==> src/pkg/rev_limit_pkg.sv <==
// rev limiter package: register map, field layouts, mode encodings
// assumes a 32-bit apb bus with word-aligned registers
package rev_limit_pkg;
    // register byte offsets
    localparam logic [7:0] ADDR_HARD_LIMIT = 8'h00;
    localparam logic [7:0] ADDR_SOFT_ZONE = 8'h04;
    localparam logic [7:0] ADDR_CONTROL = 8'h08;
    localparam logic [7:0] ADDR_BYPASS = 8'h0C;
    localparam logic [7:0] ADDR_RETARD = 8'h10;
    localparam logic [7:0] ADDR_CURVE_SEL = 8'h14;
    localparam logic [7:0] ADDR_CURVE_DATA = 8'h18;
    localparam logic [7:0] ADDR_STATUS = 8'h1C;
    localparam logic [7:0] ADDR_LIMIT_NOW = 8'h20;
    // control register bit positions
    localparam int CTL_COOLANT_MODE = 0;
    localparam int CTL_FUEL_EN = 1;
    localparam int CTL_FUEL_PROG = 2;
    localparam int CTL_SPARK_CUT = 3;
    localparam int CTL_RETARD_LO = 4;
    localparam int CTL_DIRECT_SPARK = 6;
    localparam int CTL_PORT_INJ = 7;
    // reset values
    localparam logic [15:0] HARD_LIMIT_RST = 16'h1B58;
    localparam logic [15:0] SOFT_ZONE_RST = 16'h00C8;
    localparam logic [7:0] BYPASS_RST = 8'h5F;
    localparam logic [7:0] ANGLE_RST = 8'h00;
    localparam logic [31:0] PSLVERR_NONE = 32'h0000_0000;

    typedef enum logic [1:0] {
        RETARD_OFF,
        RETARD_PROGRESSIVE,
        RETARD_FIXED
    } retard_mode_t;

    // sensor sample carried together into the limiter
    typedef struct packed {
        logic [15:0] engine_speed;
        logic [7:0] coolant_temperature;
        logic [7:0] throttle_position;
    } sensor_t;

    // ignition decision for one event
    typedef struct packed {
        logic [7:0] angle;
        logic angle_override;
        logic spark_kill;
    } spark_out_t;
endpackage : rev_limit_pkg

==> src/core/engine_rev_limiter.sv <==
// engine speed limiter: retard, spark cut and fuel cut behind an apb slave
// assumes sensors are filtered and synchronous, one event strobe per firing
//
// How it works
// at hard limit apply fuel cut or full spark cut per method
// hard fuel cut holds until speed falls below hard minus soft zone
// soft limit is hard minus soft zone; retard starts there
// coolant mode takes hard limit from coolant-indexed curve
// throttle above bypass percent forces the fixed hard limit
// retard setting is the absolute total ignition angle
// retard mode off means no retard limiting at all
// progressive retard grows with speed, full at hard limit
// fixed mode jumps to limiter angle at the soft limit
// retard never exceeds the configured maximum retard
// spark cut only when the device owns every ignition event
// spark cuts rotate round-robin among cylinders
// spark cut fraction rises from soft limit to all at hard limit
// fuel cut enable gates the whole fuel limiter
// abrupt fuel cut removes all cylinders at the hard limit
// progressive fuel cut: one cylinder at soft, all at hard
// progressive cut cylinders stay cut until speed restores them
// progressive fuel cut only with one injector per cylinder
// thresholds and patterns re-evaluated once per engine event
//
// Registers (byte offsets)
// 00 hard limit, 04 soft zone, 08 control, 0C throttle bypass percent
// 10 limiter angle low byte, maximum retard next byte
// 14 curve point index, 18 curve point {temperature, limit}
// 1C status (read only), 20 active limit (read only)
// control: 0 coolant mode, 1 fuel cut, 2 progressive fuel, 3 spark cut
// control: 5:4 retard mode, 6 device owns spark, 7 one injector per cyl
//
// Timing
// bus: setup, access, then one cycle with pready; writes land on that edge
// limiter: an event edge updates the spark word and the cut state
// gates follow one clock later and then stand until the next event
// a limit change (register or coolant curve) takes hold one event late,
// so a fresh threshold never splits the decisions of a single event
// control writes between events never move a gate on their own
//
// Limitations
// the coolant curve is searched, not interpolated, so keep it monotonic
// spark cut pacing assumes events evenly spread over the cylinders
// the soft zone is clipped to the active limit to keep thresholds sane
`timescale 1ns/1ps
`default_nettype none
module engine_rev_limiter
    import rev_limit_pkg::*;
#(
    parameter int CYLINDERS = 8,
    parameter int CURVE_POINTS = 8
) (
    input wire logic clk,
    input wire logic resetn,
    input wire logic psel,
    input wire logic penable,
    input wire logic pwrite,
    input wire logic [7:0] paddr,
    input wire logic [31:0] pwdata,
    output logic [31:0] prdata,
    output logic pready,
    output logic pslverr,
    input wire sensor_t sensors,
    input wire logic engine_event,
    input wire logic [7:0] base_angle,
    output spark_out_t spark,
    output logic [CYLINDERS-1:0] fuel_enable,
    output logic [CYLINDERS-1:0] spark_enable
);
    localparam int CW = $clog2(CYLINDERS);
    localparam int PW = $clog2(CURVE_POINTS);

    // configuration registers
    logic [15:0] hard_limit;
    logic [15:0] soft_zone;
    logic [7:0] control;
    logic [7:0] bypass_pct;
    logic [7:0] retard_angle;
    logic [7:0] max_retard;
    logic [PW-1:0] curve_sel;
    logic [15:0] curve_limit [CURVE_POINTS];
    logic [7:0] curve_temp [CURVE_POINTS];

    // limiter state
    logic [15:0] limit_now;
    logic fuel_latched;
    logic [CW-1:0] rr_index;
    logic [CW:0] cut_count;
    logic [7:0] cut_acc;
    // spark cut decision held from one event to the next
    logic spark_cut_now;
    logic [CW-1:0] cut_slot;

    // apb decode
    // a write lands only on the edge where pready is sampled high
    wire wr_en = psel && penable && pwrite && pready;
    wire rd_en = psel && penable && !pwrite;
    wire hit_hard = paddr == ADDR_HARD_LIMIT;
    wire hit_zone = paddr == ADDR_SOFT_ZONE;
    wire hit_ctl = paddr == ADDR_CONTROL;
    wire hit_byp = paddr == ADDR_BYPASS;
    wire hit_ret = paddr == ADDR_RETARD;
    wire hit_sel = paddr == ADDR_CURVE_SEL;
    wire hit_crv = paddr == ADDR_CURVE_DATA;
    wire hit_sts = paddr == ADDR_STATUS;
    wire hit_lim = paddr == ADDR_LIMIT_NOW;
    wire hit_any = hit_hard || hit_zone || hit_ctl || hit_byp || hit_ret
        || hit_sel || hit_crv || hit_sts || hit_lim;

    // control fields
    // the refusals below are applied here so every user sees the same gate
    wire coolant_mode = control[CTL_COOLANT_MODE];
    wire fuel_en = control[CTL_FUEL_EN];
    wire direct_spark = control[CTL_DIRECT_SPARK];
    wire port_inj = control[CTL_PORT_INJ];
    // progressive cut refused unless one injector per cylinder
    wire fuel_prog = control[CTL_FUEL_PROG] && port_inj;
    // spark cut is pointless when an outside module times the spark
    wire spark_cut_en = control[CTL_SPARK_CUT] && direct_spark;
    wire [1:0] mode_bits = control[CTL_RETARD_LO +: 2];

    // curve lookup: first point whose temperature is at or above coolant
    // unused points reset to the top temperature, so the search always
    // ends on a programmed or default limit
    logic [15:0] curve_pick;
    always_comb begin
        curve_pick = curve_limit[CURVE_POINTS-1];
        for (int i = CURVE_POINTS - 1; i >= 0; i--) begin
            if (sensors.coolant_temperature <= curve_temp[i]) begin
                curve_pick = curve_limit[i];
            end
        end
    end

    // limit selection
    // the active limit is registered at each event; comparisons use it so
    // that the soft and hard thresholds of one event always belong together
    wire bypass = sensors.throttle_position > bypass_pct;
    wire use_curve = coolant_mode && !bypass;
    wire [15:0] next_limit = use_curve ? curve_pick : hard_limit;
    wire [15:0] zone_eff = (soft_zone > limit_now) ? limit_now : soft_zone;
    wire [15:0] soft_limit = limit_now - zone_eff;
    wire [15:0] rpm = sensors.engine_speed;
    wire at_hard = rpm >= limit_now;
    wire at_soft = rpm >= soft_limit;
    wire [15:0] over = at_soft ? rpm - soft_limit : 16'h0000;
    // fraction of the soft zone covered, 0..255
    // a zero zone means the whole ramp collapses onto the hard limit
    wire [23:0] frac_full = (zone_eff == 16'h0000) ? 24'h0000FF :
        ({over, 8'h00} / {8'h00, zone_eff});
    wire [7:0] frac = (at_hard || frac_full > 24'h0000FF) ? 8'hFF :
        frac_full[7:0];

    // retard angle: setting is the total angle, floor held by max retard
    // full drop from base timing down to the limiter angle
    wire [7:0] fixed_drop = (base_angle > retard_angle) ?
        base_angle - retard_angle : 8'h00;
    // scaled part of that drop; the top of the ramp takes all of it, so
    // the limiter angle is really reached at the hard limit
    wire [15:0] drop_scaled = ({8'h00, fixed_drop} * {8'h00, frac}) >> 8;
    wire [7:0] prog_drop = (frac == 8'hFF) ? fixed_drop : drop_scaled[7:0];
    wire [7:0] drop_cap = (prog_drop > max_retard) ? max_retard :
        prog_drop;
    wire [7:0] fixed_cap = (fixed_drop > max_retard) ? max_retard :
        fixed_drop;
    logic [7:0] next_angle;
    logic next_override;
    always_comb begin
        next_angle = base_angle;
        next_override = 1'b0;
        case (retard_mode_t'(mode_bits))
            RETARD_OFF: begin
                next_override = 1'b0;
            end
            RETARD_PROGRESSIVE: begin
                next_override = at_soft;
                next_angle = base_angle - drop_cap;
            end
            RETARD_FIXED: begin
                next_override = at_soft;
                next_angle = base_angle - fixed_cap;
            end
            default: begin
                next_override = 1'b0;
            end
        endcase
    end

    // progressive fuel target: one cylinder at soft, all at hard
    wire [CW+8:0] span = (CW+9)'((CYLINDERS - 1) * frac);
    wire [CW:0] prog_target = at_hard ? (CW+1)'(CYLINDERS) :
        at_soft ? (CW+1)'(1 + span / 255) : '0;
    // cut cylinders only come back together, once speed is below soft
    // limit, so a cylinder never toggles inside the zone
    wire fuel_release = rpm < soft_limit;
    wire [CW:0] next_cut = !fuel_en ? '0 :
        (prog_target > cut_count) ? prog_target :
        (fuel_release ? '0 : cut_count);

    // spark cut pacing: accumulate fraction, cut when it wraps
    // an accumulator spreads the cuts evenly instead of bunching them,
    // at the cost of a pattern that depends on the speed history
    wire [8:0] acc_sum = {1'b0, cut_acc} + {1'b0, frac};
    wire cut_this = spark_cut_en && at_soft && (at_hard || acc_sum[8]);

    // apb register writes
    // unmapped offsets fall through every hit and change nothing
    always_ff @(posedge clk) begin
        if (!resetn) begin
            hard_limit <= HARD_LIMIT_RST;
            soft_zone <= SOFT_ZONE_RST;
            control <= 8'h00;
            bypass_pct <= BYPASS_RST;
            retard_angle <= ANGLE_RST;
            max_retard <= ANGLE_RST;
            curve_sel <= '0;
        end else if (wr_en) begin
            if (hit_hard) hard_limit <= pwdata[15:0];
            if (hit_zone) soft_zone <= pwdata[15:0];
            if (hit_ctl) control <= pwdata[7:0];
            if (hit_byp) bypass_pct <= pwdata[7:0];
            if (hit_ret) begin
                retard_angle <= pwdata[7:0];
                max_retard <= pwdata[15:8];
            end
            if (hit_sel) curve_sel <= pwdata[PW-1:0];
        end
    end

    // curve storage, reset to the fixed default limit
    // the index register picks the point, so one word reaches any point
    always_ff @(posedge clk) begin
        for (int i = 0; i < CURVE_POINTS; i++) begin
            if (!resetn) begin
                curve_limit[i] <= HARD_LIMIT_RST;
                curve_temp[i] <= 8'hFF;
            end else if (wr_en && hit_crv && curve_sel == PW'(i)) begin
                curve_limit[i] <= pwdata[15:0];
                curve_temp[i] <= pwdata[23:16];
            end
        end
    end

    // status word: cut count, latched fuel cut, spark kill and override
    wire [31:0] status_word = {20'h00000, 4'(cut_count), 5'h00,
        fuel_latched, spark.spark_kill, spark.angle_override};

    // the first access cycle with no answer out yet raises pready, which
    // then drops, giving exactly one wait state per transfer
    wire answer_now = psel && penable && !pready;

    // apb read and answer, one wait state
    always_ff @(posedge clk) begin
        if (!resetn) begin
            prdata <= 32'h0000_0000;
            pready <= 1'b0;
            pslverr <= 1'b0;
        end else begin
            pready <= answer_now;
            pslverr <= answer_now && !hit_any;
            prdata <= PSLVERR_NONE;
            if (answer_now && !pwrite) begin
                if (hit_hard) prdata <= {16'h0000, hard_limit};
                if (hit_zone) prdata <= {16'h0000, soft_zone};
                if (hit_ctl) prdata <= {24'h000000, control};
                if (hit_byp) prdata <= {24'h000000, bypass_pct};
                if (hit_ret) prdata <= {16'h0000, max_retard, retard_angle};
                if (hit_sel) prdata <= 32'(curve_sel);
                if (hit_crv) prdata <= {8'h00, curve_temp[curve_sel],
                    curve_limit[curve_sel]};
                if (hit_sts) prdata <= status_word;
                if (hit_lim) prdata <= {16'h0000, limit_now};
            end
        end
    end

    // per-event limiter update
    // nothing here moves between events, so outputs stay steady while
    // the sensors wander between firings
    always_ff @(posedge clk) begin
        if (!resetn) begin
            limit_now <= HARD_LIMIT_RST;
            fuel_latched <= 1'b0;
            rr_index <= '0;
            cut_count <= '0;
            cut_acc <= 8'h00;
            spark <= '0;
            spark_cut_now <= 1'b0;
            cut_slot <= '0;
        end else if (engine_event) begin
            limit_now <= next_limit;
            // abrupt cut: set at hard limit, clear past hysteresis
            if (!fuel_en || fuel_prog) begin
                fuel_latched <= 1'b0;
            end else if (at_hard) begin
                fuel_latched <= 1'b1;
            end else if (fuel_release) begin
                fuel_latched <= 1'b0;
            end
            cut_count <= fuel_prog ? next_cut : '0;
            cut_acc <= at_soft ? acc_sum[7:0] : 8'h00;
            if (cut_this) begin
                rr_index <= (rr_index == CW'(CYLINDERS - 1)) ? '0 :
                    rr_index + 1'b1;
            end
            spark.angle <= next_angle;
            spark.angle_override <= next_override;
            spark.spark_kill <= spark_cut_en && at_hard;
            // remember which cylinder loses its spark until the next event
            spark_cut_now <= cut_this;
            cut_slot <= rr_index;
        end
    end

    // per-cylinder gates, built only from state that changes at events, so
    // they stand until the next one; fuel cuts fill from cylinder 0 upward
    genvar g;
    generate
        for (g = 0; g < CYLINDERS; g++) begin : g_cyl
            // cut_count is zero unless the progressive cut is armed
            always_ff @(posedge clk) begin
                if (!resetn) begin
                    fuel_enable[g] <= 1'b1;
                end else begin
                    fuel_enable[g] <= !(fuel_latched ||
                        cut_count > (CW+1)'(g));
                end
            end
            // one rotating cylinder, or all of them at the hard limit
            always_ff @(posedge clk) begin
                if (!resetn) begin
                    spark_enable[g] <= 1'b1;
                end else begin
                    spark_enable[g] <= !(spark.spark_kill ||
                        (spark_cut_now && cut_slot == CW'(g)));
                end
            end
        end
    endgenerate
endmodule // engine_rev_limiter
`default_nettype wire

==> config.mk <==
export PLATFORM = sky130hd
export DESIGN_NAME = engine_rev_limiter
export DESIGN_NICKNAME = d
export VERILOG_FILES = /design/src/pkg/rev_limit_pkg.sv /design/src/core/engine_rev_limiter.sv
export SDC_FILE = /design/constraint.sdc
export NUM_CORES = 2
export LEC_CHECK = 0
export ABC_AREA = 1
export BUFFER_PORTS_ARGS = -buffer_cell sky130_fd_sc_hd__buf_2
export CORE_MARGIN = 5
export CORE_UTILIZATION = 63
export CTS_CLUSTER_DIAMETER = 100
export DETAILED_ROUTE_END_ITERATION = 10
export GPL_TIMING_DRIVEN = 0
export HOLD_SLACK_MARGIN = 0.03
export PLACE_DENSITY_LB_ADDON = 0.3
export SLEW_MARGIN = 15
export SYNTH_ARGS = -nofsm -noshare
export SYNTH_HDL_FRONTEND = slang
export SYNTH_SLANG_ARGS = --single-unit
==> constraint.sdc <==
create_clock -name clk -period 76.3 [get_ports clk]
set_input_delay 0 -clock clk [delete_from_list [all_inputs] [get_ports clk]]
set_output_delay 0 -clock clk [all_outputs]
set_load 0.01 [all_outputs]
# Yosys cells after proc, flatten, opt, wreduce, memory -nomap -nowiden
# Memory sizes are Yosys's and may differ from the RTL's. A register that Yosys moved wholly into a read port is not among the register bits.
# Index checks and enable logic that the tools add are counted.
# totals
inputBits	86
wordCells	300
output_inout_bits	60
ramBits	192
reg_bits	163
mem_count	2
# classes
n_eq_ne	27
n_mul	2
n_addsub	8
n_div	2
bitwise_logic	18
n_reduce_logical	95
magnitude_cmp	25
muxes	83
# mem_list
name	words	word_bits	rd	rd_ports_with_merged_regs	wr	line_no	text
curve_limit	8	16	9	1	8	engine_rev_limiter.sv:81	logic [15:0] curve_limit [CURVE_POINTS];
curve_temp	8	8	8	1	8	engine_rev_limiter.sv:82	logic [7:0] curve_temp [CURVE_POINTS];
# ops
op	n
2-to-1 mux 16 bit	21
2-to-1 mux 24 bit	7
2-to-1 mux 8 bit	14
<= comparator 8 bit	7
divider 11 x 8 -> 32 bit (second input constant)	1
equality test 8 x 5 -> 1 bit (second input constant)	4
>= comparator 16 bit	2
> comparator 8 bit	4
subtractor 16 bit	2
logical AND 1 bit	29
2-to-1 mux 1 bit	29
equality test 3 bit (second input constant)	9
logical OR 1 bit	27
divider 24 x 16 -> 24 bit	1
> comparator 24 x 8 -> 1 bit (second input constant)	1
2-to-1 mux 4 bit	6
subtractor 8 bit	3
logical NOT 1 bit	21
AND reduction 2 bit	10
equality test 8 x 4 -> 1 bit (second input constant)	2
> comparator 16 bit	1
> comparator 4 x 3 -> 1 bit (second input constant)	4
logical NOT 16 bit	1
< comparator 16 bit	1
26 further kinds	53

# Depth between registers and ports, before layout
# logic_depth
word_depth	19
mapped_depth	485
ltp_nobuf	457

# Worst setup path before layout
# No wires, ideal clock.
# synth_path
path_type	register -> register
from	reg limit_now[13]
to	reg cut_count[0]
path_stages_with_launch	457
required_ns	76.173
setup_ns	0.127
arrival_ns	57.697
period_less_slack_ns	57.824
setup_slack_ns	18.476
path_buffers	30
cell_sequence	dfxtp_1 > inv_1 > ha_1 > nand2_1 > nor3_2 > nand2_1 > nand2_2 > nand2_2 > buf_6 > buf_6 > o21ai_1 > clkbuf_1 > ha_1 > inv_1 > ha_1 > inv_1 > nand2_1 > nand3_1 > [... 421 more ...] > inv_1 > nand4_1 > nand3_1 > or3_1 > a221oi_1 > nand2_1 > o2111ai_1 > ha_1 > nand2_1 > inv_1 > ha_1 > inv_1 > nor2_1 > o21ai_0 > a32oi_1 > nor2_1 > a21oi_1 > o22ai_1
# synth_between
elab_chain_cells	19
word_cells_on_any_way	25
classes_between	add/sub (3); mul (1); div (2); order compare (6); eq/ne (1); mux (9); reduce/logical (3)
# synth_rtl
element	line_no	text
start: declaration	engine_rev_limiter.sv:85	logic [15:0] limit_now;
start signal: assignment	engine_rev_limiter.sv:291	limit_now <= next_limit;
> comparator 16 bit	engine_rev_limiter.sv:141	wire [15:0] zone_eff = (soft_zone > limit_now) ? limit_now : soft_zone;
2-to-1 mux 16 bit	engine_rev_limiter.sv:141	
subtractor 16 bit	engine_rev_limiter.sv:142	wire [15:0] soft_limit = limit_now - zone_eff;
subtractor 16 bit / >= comparator 16 bit (equally long branches)	engine_rev_limiter.sv:146, engine_rev_limiter.sv:145	
2-to-1 mux 16 bit	engine_rev_limiter.sv:146	wire [15:0] over = at_soft ? rpm - soft_limit : 16'h0000;
divider 24 x 16 -> 24 bit	engine_rev_limiter.sv:150	({over, 8'h00} / {8'h00, zone_eff});
2-to-1 mux 24 bit	engine_rev_limiter.sv:149	wire [23:0] frac_full = (zone_eff == 16'h0000) ? 24'h0000FF :
> comparator 24 x 8 -> 1 bit	engine_rev_limiter.sv:151	wire [7:0] frac = (at_hard || frac_full > 24'h0000FF) ? 8'hFF :
[... 3 more ...]	n/a	
divider 11 x 8 -> 32 bit	engine_rev_limiter.sv:192	at_soft ? (CW+1)'(1 + span / 255) : '0;
adder 1 x 4 -> 4 bit	engine_rev_limiter.sv:192	
2-to-1 mux 4 bit	engine_rev_limiter.sv:192	
2-to-1 mux 4 bit	engine_rev_limiter.sv:191	wire [CW:0] prog_target = at_hard ? (CW+1)'(CYLINDERS) :
> comparator 4 bit	engine_rev_limiter.sv:197	(prog_target > cut_count) ? prog_target :
2-to-1 mux 4 bit	engine_rev_limiter.sv:197	
2-to-1 mux 4 bit	engine_rev_limiter.sv:196	wire [CW:0] next_cut = !fuel_en ? '0 :
2-to-1 mux 4 bit	engine_rev_limiter.sv:300	cut_count <= fuel_prog ? next_cut : '0;
end signal: assignment	engine_rev_limiter.sv:300	
end: declaration	engine_rev_limiter.sv:88	logic [CW:0] cut_count;
# Several ways; a longest one is shown, not always the timed one.
# A chain may end at the register's enable or synchronous reset.

# Worst setup path in the final report
# layout_path
from	reg limit_now[1]
to	reg cut_count[1]
# Same word-level chain as after synthesis.

==> implementation parameters <==
Parameter                              Value

Outcome
  Outcome    finished, violations left
  Failing checks    DRC

Worst setup path
  Worst setup path category    flip-flop to flip-flop
  Top cell by count, worst path    nand2_1
  Arrival time of the worst setup path    69.83 ns
  Endpoint of the worst register-to-register path    cut_count[1]
  Start of the worst register-to-register path    limit_now[1]
  Count of cells along the worst register-to-register path    464
  Biggest fanout along the worst timing path    19
  Critical-path cell with the highest stage delay    dfxtp_1
  Startpoint type of the worst setup path    flip-flop
  Crit end category    flip-flop
  Logic depth of the worst path, buffers included    464
  Worst setup slack for register-to-register paths    6.89 ns
  Setup crit start    limit_now[1]
  Crit-path max cell delay    0.50 ns
  Req. time, crit path    76.72 ns
  Worst setup endpoint    cut_count[1]
  CP top delay family    compound AO/OA/AOI/OAI gates
  Combined buffer and inverter count along the critical path    92

Job
  Count of maximum capacitance violations    0

Routing
  Routed length per instance    18.8 um
  Via count of the routed design    41,227
  Detailed-router iteration count before antenna repair    11
  Antenna viol nets, final    0
  Via-to-Cell Ratio    6.07
  Sum of routed wire length over all layers    128 mm
  Remaining design rule violation count    1
  Starting DRC count in detailed routing    4,962

Clock network
  Root buffer cell    clkbuf_16
  Clock latency on the worst-skew pair    0.56 ns
  Number of clock sinks seen by CTS    350
  Number of H-tree levels    2
  Clock tree from TritonCTS    done
  Clock Path Buffers    3
  Number of clock buffers inserted by TritonCTS    39
  Post-CTS setup buffer count    0
  Clock slew at reported path FFs    0.06 ns

Synth
  Yosys cell types    75
  Yosys warnings    0
  Average footprint of a synthesized cell    6.79 um2
  Area leader, netlist    ha_1
  Ys flop type    edfxtp_1
  Number of synthesized register bits    350
  Number of synthesized flops with an enable pin    192
  Part of the Yosys area used for sequential elements    0.229
  Top area cells in the synthesized netlist    ha_1 15%, edfxtp_1 15%, nand2_1 13%, dfxtp_1 8.1%, inv_1 7.8%
  Share of async-settable or async-resettable flops after synthesis    0
  Mapped Cells    5,748
  Post-Synthesis Cell Area    39,000 um2
  Synth top area share    0.152

Place
  Detailed Place HPWL    97.8 mm
  Final GP Congestion    0.993
  I/O Buffers    128

Global route
  Antenna violations before repair    7
  Global-route usage over all layers    0.363
  Gr ovfl total    0
  Global-route wire length before repair    198 mm
  Maximum number of pins on one net before global-route repair    27
  Vias in the first global route    38,155

Die
  Die boundary height    259 um
  Starting density of the core    0.635
  Die W    259 um
  Area of the die    67,000 um2
  Rows    91
  Floorplan Core Area    61,500 um2
  Boundary pin count    146

Timing
  Number of max-slew violations in the final report    0
  Normalized max-slew margin    0.201
  Maximum clock skew at final layout    0.0292 ns
  Final-report hold violation count    0
  Tcrit/Tclk final    0.910
  Highest clock frequency the design can meet    0.0144 GHz
  Min Tclk post-route    69.41 ns
  Tightest Pin Transition    1.20 ns
  Total setup violations reported at the end of the flow    0

Final layout
  Fraction of final layout cells sized beyond drive strength 1    0.0692
  Final Util    0.691
  Synthesis-to-finish area growth    8.96%
  Net count reported at finish    6,569

Worst hold path
  Hold Crit Class    input pin to flip-flop
-- flip-flops by register name (all words and copies together) (netlist names), 10 cells and up, named ones only --
signal and cells:
curve_limit 128, curve_temp 64, hard_limit 16, limit_now 16, prdata 24, soft_zone 16, spark 10
-- routing by layer --
| layer | vias up | GRT usage | part of all wire |
|---|---|---|---|
| met5 | - | 0 | 0 |
| met4 | 0 | 0.125 | 0.040 |
| met3 | 360 | 0.0620 | 0.12 |
| met2 | 2420 | 0.578 | 0.43 |
| met1 | 18868 | 0.504 | 0.41 |
| li1 | 19579 | - | - |
-- final cells by class --
| type | instances | area (um2) |
|---|---|---|
| inverters | 851 | 3210 |
| flip-flops and latches | 350 | 8930 |
| repair buffers | 167 | 1030 |
| clock inverters | 18 | 238 |
| multi-input cells | 4380 | 26200 |
| clock buffers | 54 | 1110 |
| repair inverters | 1 | 5.00 |
| well taps | 790 | 988 |
| diodes | 7 | 17.5 |
| fillers | 5363 | 19000 |
| plain buffers | 172 | 787 |
-- repair_timing --
action,CTS,global route
endpoints found under the setup margin,0,7
hold endpoints to repair,132,0
gates resized for setup,0,25
hold buffers,39,0
-- cell usage in the layout (no fill, tap or decap), drive strengths merged, types with 60 or more instances in the layout --
master,instances
dfxtp,158
o21ai,488
inv,823
a21oi,530
xnor2,89
nand3,251
nand4,60
clkbuf,185
ha,474
edfxtp,192
buf,169
xor2,125
nor2,483
nand2,1376
-- synthesized netlist by cell type, types with 12 or more instances --
| cell type | count |
|---|---|
| o211ai_1 | 51 |
| ha_1 | 474 |
| a21o_1 | 31 |
| a221oi_1 | 23 |
| nand4_1 | 60 |
| edfxtp_1 | 192 |
| xnor2_1 | 89 |
| clkbuf_1 | 133 |
| o31ai_1 | 16 |
| nand2_1 | 1320 |
| dfxtp_1 | 158 |
| a211oi_1 | 19 |
| nand3_2 | 21 |
| a21oi_1 | 527 |
| nand3_1 | 229 |
| a31oi_1 | 49 |
| buf_4 | 13 |
| nor2_1 | 460 |
| inv_1 | 814 |
| xor2_1 | 125 |
| nor2_4 | 13 |
| fa_1 | 47 |
| nor3_1 | 53 |
| nand3b_1 | 16 |
| o221ai_1 | 22 |
| o21ai_1 | 24 |
| clkinv_1 | 27 |
| o21ai_0 | 459 |
| o21a_1 | 12 |
| nand2_2 | 50 |
| o21bai_1 | 32 |
| or2_2 | 43 |
-- worst min path at each step --
stage,from,to,slack (ns),depth (start not counted)
floorplan,pwdata[0],bypass_pct[0],0.13,2
global placement,pwdata[1],bypass_pct[1],0.26,3
detailed placement,pwdata[1],bypass_pct[1],0.26,3
CTS,paddr[4],pslverr,0.04,5
global route,paddr[4],pslverr,0.12,5
finish,paddr[6],pslverr,0.08,5
-- stage by stage --
stage	hold WS [ns]	std cells	instance area (um2)	TNS, ns	worst slack (ns)
detailed placement	0.263	6673	40700	0	6.27
floorplan	0.130	5755	39000	0	18.48
finish	0.0834	6790	42500	0	6.89
global placement	0.262	6673	40700	0	7.19
CTS	0.0442	6784	42400	0	6.04
global route	0.120	6788	42500	-0.324	-0.101
-- kinds of logic (layout without fill, tap and decap cells) --
logic type / count (synthesis) / after routing / synth area share
and+or+nand+nor: 2318 / 2318 / 0.255
AOI/OAI and AO/OA: 1313 / 1313 / 0.189
buffers and inverters: 1025 / 1263 / 0.102
adders and majority gates: 521 / 521 / 0.176
DFF: 350 / 350 / 0.229
xor gates and xnor gates: 214 / 214 / 0.0480
muxes: 6 / 6 / 0.00154
other: 1 / 15 / 0.0000961
-- worst register-to-register path: cells and delay by family (launching register included) --
family                     cells  cell delay (ns)
DFF                            1             0.50
adders and majority gates     30             9.48
buffers and inverters         92            12.71
and+or+nand+nor              205            22.29
xor gates and xnor gates       3             0.46
AOI/OAI and AO/OA            134            23.77
Power is not shown: default switching activity piles up to over one toggle a cycle in this logic, so the estimate is an artifact.
